==> config.mk <==
export PLATFORM = sky130hd
export DESIGN_NAME = lpfd_decoder_flat
export DESIGN_NICKNAME = d
export VERILOG_FILES = /design/src/lpfd_pkg.sv /design/src/lpfd_link_if.sv /design/src/lpfd_id_parity.sv /design/src/lpfd_decoder.sv /design/src/flat_wrapper.sv
export SDC_FILE = /design/constraint.sdc
export NUM_CORES = 1
export LEC_CHECK = 0
export ABC_AREA = 1
export BUFFER_PORTS_ARGS = -buffer_cell sky130_fd_sc_hd__buf_2
export CAP_MARGIN = 10
export CORE_MARGIN = 3
export CORE_UTILIZATION = 50
export DETAILED_ROUTE_END_ITERATION = 10
export GPL_TIMING_DRIVEN = 1
export PLACE_DENSITY = 0.72
export SETUP_SLACK_MARGIN = 0.2
export SYNTH_ARGS = -nofsm -noshare
export SYNTH_HDL_FRONTEND = slang
export SYNTH_HIERARCHICAL = 1
export SYNTH_SLANG_ARGS = --single-unit
export TNS_END_PERCENT = 50
==> constraint.sdc <==
create_clock -name sys_clk_in -period 2.7 [get_ports sys_clk_in]
set_clock_uncertainty 0.05 [all_clocks]
set_input_delay 0.27 -clock sys_clk_in [delete_from_list [all_inputs] [get_ports sys_clk_in]]
set_output_delay 0.27 -clock sys_clk_in [all_outputs]
set_load 0.005 [all_outputs]
==> src/lpfd_pkg.sv <==
// Shared constants and types of the position frame decoder pair.
// Assumes both ends and the link interface compile after this package.
package lpfd_pkg;

   // ===========================================================
   // Frame identifiers and fixed command bytes
   localparam logic [7:0] LPFD_FULL_ID     = 8'h3C; // Master request id
   localparam logic [7:0] LPFD_APP_CMD     = 8'h80; // Application command
   localparam logic [6:0] LPFD_POS_CMD     = 7'h0B; // Full position code
   localparam logic [1:0] LPFD_S2_LEN_BITS = 2'h2;  // Id bits 5:4, 4 bytes

   // ===========================================================
   // Data byte counts per frame format
   localparam logic [3:0] LPFD_FULL_LEN = 4'h8;
   localparam logic [3:0] LPFD_S1_LEN   = 4'h2;
   localparam logic [3:0] LPFD_S2_LEN   = 4'h4;
   localparam logic [3:0] LPFD_MAX_LEN  = 4'h8;

   // ===========================================================
   // Field positions inside short and full frame address bytes
   localparam int LPFD_BROAD_BIT  = 4;  // Broadcast or fixed one
   localparam int LPFD_SPOS_MSB   = 7;  // Set-point bits 10:8 at 7:5
   localparam int LPFD_SPOS_LSB   = 5;
   localparam int LPFD_ADDR_FLAG  = 7;  // Set bit of full address bytes

   // ===========================================================
   // Values after reset
   localparam logic [7:0]  LPFD_BYTE_RST = 8'h00;
   localparam logic [15:0] LPFD_POS_RST  = 16'h0000;

   // Frame formats the master can send
   typedef enum logic [1:0] {
      LPFD_KIND_FULL,
      LPFD_KIND_SHORT1,
      LPFD_KIND_SHORT2
   } lpfd_kind_t;

   // One step of the classic checksum: 8-bit sum with end-around carry
   function automatic logic [7:0] lpfd_csum_add(input logic [7:0] acc,
                                                 input logic [7:0] b);
      logic [8:0] s;
      s = {1'b0, acc} + {1'b0, b};
      return s[7:0] + {7'h00, s[8]};
   endfunction

endpackage

==> src/lpfd_link_if.sv <==
// Byte-level link between the frame master and the frame decoder.
// Assumes both ends share one clock; master drives, decoder listens.
`timescale 1ns/1ns
`default_nettype none
interface lpfd_link_if;
   logic       byte_valid; // A byte is on the link this cycle
   logic       byte_first; // Byte is the protected identifier
   logic       byte_last;  // Byte is the checksum
   logic [7:0] byte_data;

   // Master end drives, device end listens
   modport master (output byte_valid, output byte_first,
                   output byte_last, output byte_data);
   modport device (input byte_valid, input byte_first,
                   input byte_last, input byte_data);
endinterface
`default_nettype wire

==> src/lpfd_id_parity.sv <==
// Builds a protected identifier from a 6-bit identifier.
// Pure combinational; used by both link ends.
`timescale 1ns/1ns
`default_nettype none
module lpfd_id_parity (
   // Identifier in
   input  wire logic [5:0] id_in,
   // Identifier with parity bits 7:6
   output logic      [7:0] pid_out
);
   // Even parity on 0,1,2,4 and odd parity on 1,3,4,5
   assign pid_out = {~(id_in[1] ^ id_in[3] ^ id_in[4] ^ id_in[5]),
                     id_in[0] ^ id_in[1] ^ id_in[2] ^ id_in[4],
                     id_in};
endmodule
`default_nettype wire

==> src/lpfd_decoder.sv <==
// Device end: decodes position frames into a set-point for the
// position controller. Assumes the link comes from logic on sys_clk_in.
//
// Overview of operation
// [RULE1] Full frame: id 0x3C, 0x80, then 0x8B
// [RULE2] Full frame: flagged address, then set-point high, low
// [RULE3] Full set-point signed 16-bit, own address selects
// [RULE4] Short set-point is 11 bits of half steps
// [RULE5] Short moves keep resolution, end on half steps
// [RULE6] Short frames carry 4-bit addresses, sixteen nodes
// [RULE7] Short address compares with stored address low bits
// [RULE8] Hardwired address inputs recommended tied high
// [RULE9] Blocked commands from priority logic are ignored
// [RULE10] One-motor short: set-point high, broadcast, address
// [RULE11] Broadcast flag zero: every node accepts set-point
// [RULE12] Two-motor short: four bytes, flag bit set
// [RULE13] Short address is physical address low bits
// [RULE14] Short set-point is signed, bit ten sign
// [RULE15] Short frames only on their allocated identifiers
// [RULE16] Short identifiers: parity bits, length bits checked
// [RULE17] Bad checksum discards the frame
`timescale 1ns/1ns
`default_nettype none
module lpfd_decoder (
   // Clock, reset, enable
   input  wire logic        sys_clk_in,
   input  wire logic        arst_n_in,
   input  wire logic        ce_in,
   // Link
   lpfd_link_if.device      link,
   // Node configuration
   input  wire logic [7:0]  otp_physical_address_in,
   input  wire logic        hardwired_address_input_0_in,
   input  wire logic        hardwired_address_input_1_in,
   input  wire logic        hardwired_address_input_2_in,
   input  wire logic [5:0]  short1_id_in,
   input  wire logic [5:0]  short2_id_in,
   input  wire logic [1:0]  stepping_resolution_in,
   input  wire logic        command_blocked_in,
   // Set-point to the position controller
   output logic             setpoint_valid_out,
   output logic [15:0]      setpoint_out,
   output logic             setpoint_short_out,
   output logic             frame_error_out
);
   typedef enum logic [1:0] {
      LPFD_D_IDLE,
      LPFD_D_RECV,
      LPFD_D_EVAL
   } lpfd_dstate_t;

   lpfd_dstate_t state;
   logic [7:0]   data_q [0:7];
   logic [7:0]   id_q;
   logic [3:0]   cnt;
   logic [7:0]   acc;
   logic [2:0]   hw_meta;
   logic [2:0]   hw_sync;
   logic [7:0]   pid;
   logic [6:0]   node_addr;
   logic [3:0]   short_addr;
   logic         is_full;
   logic         is_s1;
   logic         is_s2;
   logic         next_hit;
   logic         next_short;
   logic [15:0]  next_full_pos;
   logic [10:0]  next_short_pos;
   logic [15:0]  short_ext;
   logic [15:0]  short_scaled;

   // ===========================================================
   // Hardwired address pins pass two flip-flops
   always_ff @(posedge sys_clk_in or negedge arst_n_in) begin
      if (!arst_n_in) begin
         hw_meta <= 3'h0;
         hw_sync <= 3'h0;
      end else if (ce_in) begin
         hw_meta <= {hardwired_address_input_2_in,
                     hardwired_address_input_1_in,
                     hardwired_address_input_0_in};
         hw_sync <= hw_meta;
      end
   end

   // Full address: hardwired bits over the stored low bits
   assign node_addr  = {hw_sync, otp_physical_address_in[3:0]}; // [RULE8]
   assign short_addr = otp_physical_address_in[3:0]; // [RULE7] [RULE13]

   // ===========================================================
   // Byte collection and running checksum
   always_ff @(posedge sys_clk_in or negedge arst_n_in) begin
      if (!arst_n_in) begin
         state <= LPFD_D_IDLE;
         id_q  <= lpfd_pkg::LPFD_BYTE_RST;
         cnt   <= 4'h0;
         acc   <= lpfd_pkg::LPFD_BYTE_RST;
      end else if (ce_in) begin
         case (state)
            LPFD_D_EVAL: state <= LPFD_D_IDLE;
            default: begin
               if (link.byte_valid && link.byte_first) begin
                  state <= LPFD_D_RECV;
                  id_q  <= link.byte_data;
                  cnt   <= 4'h0;
                  acc   <= lpfd_pkg::LPFD_BYTE_RST;
               end else if (link.byte_valid && state == LPFD_D_RECV) begin
                  if (link.byte_last) begin
                     // Evaluate only with a good checksum
                     state <= (link.byte_data == ~acc) ?
                              LPFD_D_EVAL : LPFD_D_IDLE; // [RULE17]
                  end else if (cnt == lpfd_pkg::LPFD_MAX_LEN) begin
                     state <= LPFD_D_IDLE; // Overlong frame dropped
                  end else begin
                     acc <= lpfd_pkg::lpfd_csum_add(acc, link.byte_data);
                     cnt <= cnt + 4'h1;
                  end
               end
            end
         endcase
      end
   end

   // ===========================================================
   // Data byte store
   always_ff @(posedge sys_clk_in) begin
      if (ce_in && state == LPFD_D_RECV && link.byte_valid &&
          !link.byte_first && !link.byte_last &&
          cnt != lpfd_pkg::LPFD_MAX_LEN) begin
         data_q[cnt[2:0]] <= link.byte_data;
      end
   end

   // ===========================================================
   // Identifier protection check
   lpfd_id_parity u_parity (
      .id_in   (id_q[5:0]),
      .pid_out (pid)
   );

   // ===========================================================
   // Frame format recognition
   always_comb begin
      is_full = (id_q == lpfd_pkg::LPFD_FULL_ID) &&
                (cnt == lpfd_pkg::LPFD_FULL_LEN) &&
                (data_q[0] == lpfd_pkg::LPFD_APP_CMD) &&
                (data_q[1] == {1'b1, lpfd_pkg::LPFD_POS_CMD}) && // [RULE1]
                data_q[2][lpfd_pkg::LPFD_ADDR_FLAG] &&
                data_q[5][lpfd_pkg::LPFD_ADDR_FLAG]; // [RULE2]
      is_s1   = (pid == id_q) && !id_q[5] && // [RULE16]
                (id_q[5:0] == short1_id_in) && // [RULE15]
                (cnt == lpfd_pkg::LPFD_S1_LEN);
      is_s2   = (pid == id_q) &&
                (id_q[5:4] == lpfd_pkg::LPFD_S2_LEN_BITS) && // [RULE16]
                (id_q[5:0] == short2_id_in) && // [RULE15]
                (cnt == lpfd_pkg::LPFD_S2_LEN) &&
                data_q[0][lpfd_pkg::LPFD_BROAD_BIT] &&
                data_q[2][lpfd_pkg::LPFD_BROAD_BIT]; // [RULE12]
   end

   // ===========================================================
   // Address match and set-point selection
   always_comb begin
      next_hit       = 1'b0;
      next_short     = 1'b0;
      next_full_pos  = lpfd_pkg::LPFD_POS_RST;
      next_short_pos = 11'h000;
      if (is_full) begin
         if (data_q[2][6:0] == node_addr) begin
            next_hit      = 1'b1;
            next_full_pos = {data_q[3], data_q[4]}; // [RULE3]
         end else if (data_q[5][6:0] == node_addr) begin
            next_hit      = 1'b1;
            next_full_pos = {data_q[6], data_q[7]}; // [RULE3]
         end
      end else if (is_s1) begin
         next_short     = 1'b1;
         next_short_pos = {data_q[0][lpfd_pkg::LPFD_SPOS_MSB:
                                     lpfd_pkg::LPFD_SPOS_LSB],
                           data_q[1]}; // [RULE10]
         // Zero flag is broadcast, one asks for an address match
         next_hit = !data_q[0][lpfd_pkg::LPFD_BROAD_BIT] || // [RULE11]
                    (data_q[0][3:0] == short_addr); // [RULE6]
      end else if (is_s2) begin
         next_short = 1'b1;
         if (data_q[0][3:0] == short_addr) begin // [RULE6]
            next_hit       = 1'b1;
            next_short_pos = {data_q[0][lpfd_pkg::LPFD_SPOS_MSB:
                                        lpfd_pkg::LPFD_SPOS_LSB],
                              data_q[1]}; // [RULE12]
         end else if (data_q[2][3:0] == short_addr) begin
            next_hit       = 1'b1;
            next_short_pos = {data_q[2][lpfd_pkg::LPFD_SPOS_MSB:
                                        lpfd_pkg::LPFD_SPOS_LSB],
                              data_q[3]}; // [RULE12]
         end
      end
   end

   // ===========================================================
   // Half-step value scaled to the programmed resolution
   assign short_ext    = {{5{next_short_pos[10]}}, next_short_pos}; // [RULE14]
   assign short_scaled = short_ext << stepping_resolution_in; // [RULE4] [RULE5]

   // ===========================================================
   // Registered set-point hand-off
   always_ff @(posedge sys_clk_in or negedge arst_n_in) begin
      if (!arst_n_in) begin
         setpoint_valid_out <= 1'b0;
         setpoint_out       <= lpfd_pkg::LPFD_POS_RST;
         setpoint_short_out <= 1'b0;
      end else if (ce_in) begin
         setpoint_valid_out <= 1'b0;
         if (state == LPFD_D_EVAL && next_hit &&
             !command_blocked_in) begin // [RULE9]
            setpoint_valid_out <= 1'b1;
            setpoint_short_out <= next_short;
            setpoint_out       <= next_short ? short_scaled : next_full_pos;
         end
      end
   end

   // ===========================================================
   // Checksum failure pulse
   always_ff @(posedge sys_clk_in or negedge arst_n_in) begin
      if (!arst_n_in) begin
         frame_error_out <= 1'b0;
      end else if (ce_in) begin
         frame_error_out <= (state == LPFD_D_RECV) && link.byte_valid &&
                            !link.byte_first && link.byte_last &&
                            (link.byte_data != ~acc); // [RULE17]
      end
   end

endmodule
`default_nettype wire

==> src/flat_wrapper.sv <==
// flat-port wrapper written by rule: the top's interface ports become plain ports
module lpfd_decoder_flat 
  (sys_clk_in, arst_n_in, ce_in, otp_physical_address_in, hardwired_address_input_0_in, hardwired_address_input_1_in, hardwired_address_input_2_in, short1_id_in, short2_id_in, stepping_resolution_in, command_blocked_in, setpoint_valid_out, setpoint_out, setpoint_short_out, frame_error_out, link_byte_valid, link_byte_first, link_byte_last, link_byte_data);
  lpfd_link_if link_i ();
  input  wire logic sys_clk_in;
  input  wire logic arst_n_in;
  input  wire logic ce_in;
  input  wire logic [7:0] otp_physical_address_in;
  input  wire logic hardwired_address_input_0_in;
  input  wire logic hardwired_address_input_1_in;
  input  wire logic hardwired_address_input_2_in;
  input  wire logic [5:0] short1_id_in;
  input  wire logic [5:0] short2_id_in;
  input  wire logic [1:0] stepping_resolution_in;
  input  wire logic command_blocked_in;
  output logic setpoint_valid_out;
  output logic [15:0] setpoint_out;
  output logic setpoint_short_out;
  output logic frame_error_out;
  input wire logic [$bits(link_i.byte_valid)-1:0] link_byte_valid;
  input wire logic [$bits(link_i.byte_first)-1:0] link_byte_first;
  input wire logic [$bits(link_i.byte_last)-1:0] link_byte_last;
  input wire logic [$bits(link_i.byte_data)-1:0] link_byte_data;
  assign link_i.byte_valid = link_byte_valid;
  assign link_i.byte_first = link_byte_first;
  assign link_i.byte_last = link_byte_last;
  assign link_i.byte_data = link_byte_data;
  lpfd_decoder u_core (.sys_clk_in(sys_clk_in), .arst_n_in(arst_n_in), .ce_in(ce_in), .link(link_i), .otp_physical_address_in(otp_physical_address_in), .hardwired_address_input_0_in(hardwired_address_input_0_in), .hardwired_address_input_1_in(hardwired_address_input_1_in), .hardwired_address_input_2_in(hardwired_address_input_2_in), .short1_id_in(short1_id_in), .short2_id_in(short2_id_in), .stepping_resolution_in(stepping_resolution_in), .command_blocked_in(command_blocked_in), .setpoint_valid_out(setpoint_valid_out), .setpoint_out(setpoint_out), .setpoint_short_out(setpoint_short_out), .frame_error_out(frame_error_out));
endmodule
==> flow_summary.yaml <==
worst_setup_path:
  cp_max_fo: 2
  worst_setup_path_end_kind: "flop"
  critical_path.max_stage_delay_ps: 370
  worstSetupStartpoint: "u_core/acc[0]$_DFFE_PN0P_"
  crit_path_cell_trace: "ha_2 -> inv_2 -> fa_2 -> nor2_1 -> nor2_1 -> inv_1 -> a21oi_2 -> nand2_2 -> ha_4 -> ha_4 -> inv_2 -> nor2_4 -> inv_2 -> nor2_1 -> inv_1 -> nor2_2 -> inv_1 -> a32o_1"
  critical_path.top_delay_family: "adder cells"
  criticalPathCategory: "flop to flop"
  slowest_stage: "sky130_fd_sc_hd__dfrtp_1"
  critical_path.reg2reg.startpoint: "u_core/acc[0]$_DFFE_PN0P_"
  cp.arrival_ps: 2700
  worst-path-buf-inv: 6
  startpoint_type: "flop"
  crit_required_ps: 2900
clock_network:
  cts-buffers-inserted: 9
  cts.reportedPaths.clkPinSlew_ps: 80
  cts_sinks: 111
  htree_num_levels: 3
  ctsLongestPathBuffers: 2
  clock_tree.root_cell: "sky130_fd_sc_hd__clkbuf_16"
  clock_insertion_delay_worst_skew_ps: 360
  clock_tree_from_tritoncts: "yes"
floorplanning:
  die_width_um: 120
  initial_utilization_pct: 52.4
  boundaryPins: 59
  floorplan.die_area_um2: 14300
  floorplan.die.height_um: 120
  core.rowCount: 40
  core-area_um2: 12300
hold_path:
  holdCritPathClass: "input port to flop"
  worstHoldStart: "hardwired_address_input_2_in"
power:
  netSwitchingPower_uw: 1630
  p_sw_share_pct: 33.9
  vdd.ir_drop.worst_v: 0.000551
  clock_power_share_pct: 26.7
  power_density_nw_per_um2: 603
  p_seq_share_pct: 42.5
  internal-power_uw: 3190
  pwr-share-comb_pct: 30.8
  cellLeakagePower_uw: 0.00383
final_layout:
  fin_area_um2: 7990
  layoutNonFillerInstCount: 1098
  n_antenna_cell: 0
  most_frequent_cells_in_the_layout: "sky130_fd_sc_hd__nand2_1, sky130_fd_sc_hd__inv_1, sky130_fd_sc_hd__nor2_1"
  fin_nets: 979
  synthToLayoutAreaGrowth_pct: 23.8
  post_route_cells_drive_above_1_share_pct: 23.3
  final_common_cell: "sky130_fd_sc_hd__nand2_1"
placement:
  placement.setup.worst_slack_ps: 55.5
  io_buffer_count: 54
  detailed_place_hpwl_um: 11800
  placed_inst_area_um2: 7150
  gp_congestion: 0.928
  numPlacedInstances: 1055
sta:
  fin_ws_ps: 193
  finalHoldViolations: 0
  fin_tns_setup_ps: 0
  worst-slew-pin-transition_ps: 605
  min_period_ps: 2510
  report.final.setup_viol: 0
  rsz0062_at_grt: "true"
  hold_ws_ps: 58.5
  max_freq_mhz: 399
  min_period_over_period_pct: 92.9
  final_max_slew_viol_count: 0
  slew_headroom_pct: 59.7
logic_synthesis:
  post_synth_num_cell_types: 37
  seq_area_frac_synth_pct: 48.0
  synth_seq_cells: 111
  syn_area_um2: 6450
  synthCells: 817
  syn_nets: 871
  post_synth.cell_area_avg_um2: 7.90
  ys_warn_count: 6
outcome:
  status: "finished clean"
drt:
  final_antenna_net_count: 0
  routed_via_density: 5.31
  num_vias: 5831
  drt_pass1_iterations: 7
  postRouteWirelength_um: 17200
  initialDrtViolationCount: 673
  route.detailed.wl_per_inst_um: 15.7
  drcViolationCount: 0
global_route:
  wire_length_of_the_first_global_routing_pass_um: 25800
  grt.overflow.total: 0
  pin_count_of_the_biggest_net_entering_global_routing: 26
  antenna_violations_before_repair: 0
  groute.usage.overall_pct: 23.2
  grt_pass1_vias: 5055
run:
  cap_viol_max_count: 0
## synth_stat cells
master	instances	area share [%]
sky130_fd_sc_hd__buf_2	6	0.47
sky130_fd_sc_hd__inv_1	105	6.1
sky130_fd_sc_hd__o211ai_1	6	0.70
sky130_fd_sc_hd__nor3b_1	1	0.12
sky130_fd_sc_hd__inv_2	9	0.52
sky130_fd_sc_hd__a21oi_1	15	1.2
sky130_fd_sc_hd__nor4_1	2	0.19
sky130_fd_sc_hd__dfrtp_1	47	18
sky130_fd_sc_hd__nor2_2	4	0.39
sky130_fd_sc_hd__o21ai_0	22	1.7
sky130_fd_sc_hd__o32ai_1	1	0.14
sky130_fd_sc_hd__nand3_4	1	0.27
sky130_fd_sc_hd__nor3_1	16	1.2
sky130_fd_sc_hd__o21ai_1	3	0.23
sky130_fd_sc_hd__clkbuf_1	11	0.64
sky130_fd_sc_hd__nand4_1	40	3.9
sky130_fd_sc_hd__buf_4	6	0.70
sky130_fd_sc_hd__a22o_1	1	0.14
sky130_fd_sc_hd__or2_2	1	0.097
sky130_fd_sc_hd__a32o_1	4	0.62
sky130_fd_sc_hd__nand2_4	2	0.35
sky130_fd_sc_hd__nand3b_1	3	0.35
sky130_fd_sc_hd__buf_6	2	0.35
sky130_fd_sc_hd__nand2_2	2	0.19
sky130_fd_sc_hd__ha_1	13	2.5
sky130_fd_sc_hd__xnor2_1	11	1.5
sky130_fd_sc_hd__nor2_4	1	0.17
sky130_fd_sc_hd__buf_1	1	0.058
sky130_fd_sc_hd__xor2_1	19	2.6
sky130_fd_sc_hd__and3_1	1	0.097
sky130_fd_sc_hd__nor2_1	92	5.3
sky130_fd_sc_hd__nor2b_1	1	0.097
sky130_fd_sc_hd__o221ai_1	3	0.41
sky130_fd_sc_hd__fa_1	1	0.31
sky130_fd_sc_hd__nand3_1	48	3.7
sky130_fd_sc_hd__nand2_1	252	15
sky130_fd_sc_hd__edfxtp_1	64	30
## metrics by stage
stage	total power (uW)	util [%]
after global placement	3320	58.0
after detailed placement	3340	58.0
after floorplan	2970	-
after global routing	5110	64.9
after CTS	4710	61.4
final	4820	64.9
## worst min-delay path, delay by kind of cell
family,cells,cell delay [ps]
AND/OR/NAND/NOR,2,90
buffers and inverters,1,70
## metal layers
metal,global-route usage (%),vias up,routed length (um)
met5,0,-,0
met4,6.37,0,364
met3,4.15,35,1320
met2,37.2,253,8120
met1,32.4,2672,7420
li1,-,2871,-
## cells by family (layout without fill, tap and decap cells)
logic type               Yosys count  count (layout)  share of synthesized area, %
AO/OA/AOI/OAI                     55              55                          5.10
XOR/XNOR                          30              30                          4.07
adder cells (fa/ha/maj)           14              14                          2.83
buffers and inverters            140             246                          8.84
flip-flops                       111             111                          48.0
AND/OR/NAND/NOR                  467             474                          31.2
## layout make-up
| cell class | count | area [um2] |
|---|---|---|
| Multi-Input combinational cell | 573 | 3170 |
| Clock buffer | 9 | 225 |
| Inverter | 114 | 428 |
| Clock inverter | 7 | 65.1 |
| Timing Repair Buffer | 116 | 787 |
| Sequential cell | 111 | 3100 |
| Fill cell | 1066 | 4320 |
| Tap cell | 168 | 210 |
## flip-flops by register name, indices dropped and copies added, names as in the netlist
register                   flops
u_core/cnt                     4
u_core/setpoint_short_out      1
u_core/setpoint_valid_out      1
u_core/hw_sync                 3
u_core/frame_error_out         1
u_core/hw_meta                 3
u_core/id_q                    8
u_core/setpoint_out           16
u_core/data_q                 64
u_core/state                   2
u_core/acc                     8
## timing repair
item / CTS / global route
hold endpoints to repair: 22 / 0
buffers inserted: 6 / 13
setup endpoints to repair: 84 / 87
hold buffers: 1 / 0
gates cloned: 1 / 6
pin swaps: 13 / 31
resized for setup: 20 / 67
## final timing paths
kind,end,slack (ps),cells past startpoint
max,u_core/acc[4]$_DFFE_PN0P_,190,18
min,u_core/hw_meta[2]$_DFFE_PN0P_,60,3
max reg2reg,u_core/acc[4]$_DFFE_PN0P_,190,18
min reg2reg,u_core/hw_meta[2]$_DFFE_PN0P_,420,2
max in group asynchronous,u_core/id_q[4]$_DFFE_PN0P_,1620,3
min in group asynchronous,u_core/acc[0]$_DFFE_PN0P_,410,2
## power by group through the flow
stage	clock network, uW	logic, uW	registers (uW)
6_report	1290	1480	2050
5_1_grt	1370	1670	2070
3_5_place_dp	0	1260	2080
4_1_cts	1310	1350	2050
2_1_floorplan	0	874	2090
3_3_place_gp	0	1240	2080
No activity file was read; power rests on OpenSTA's default activity.
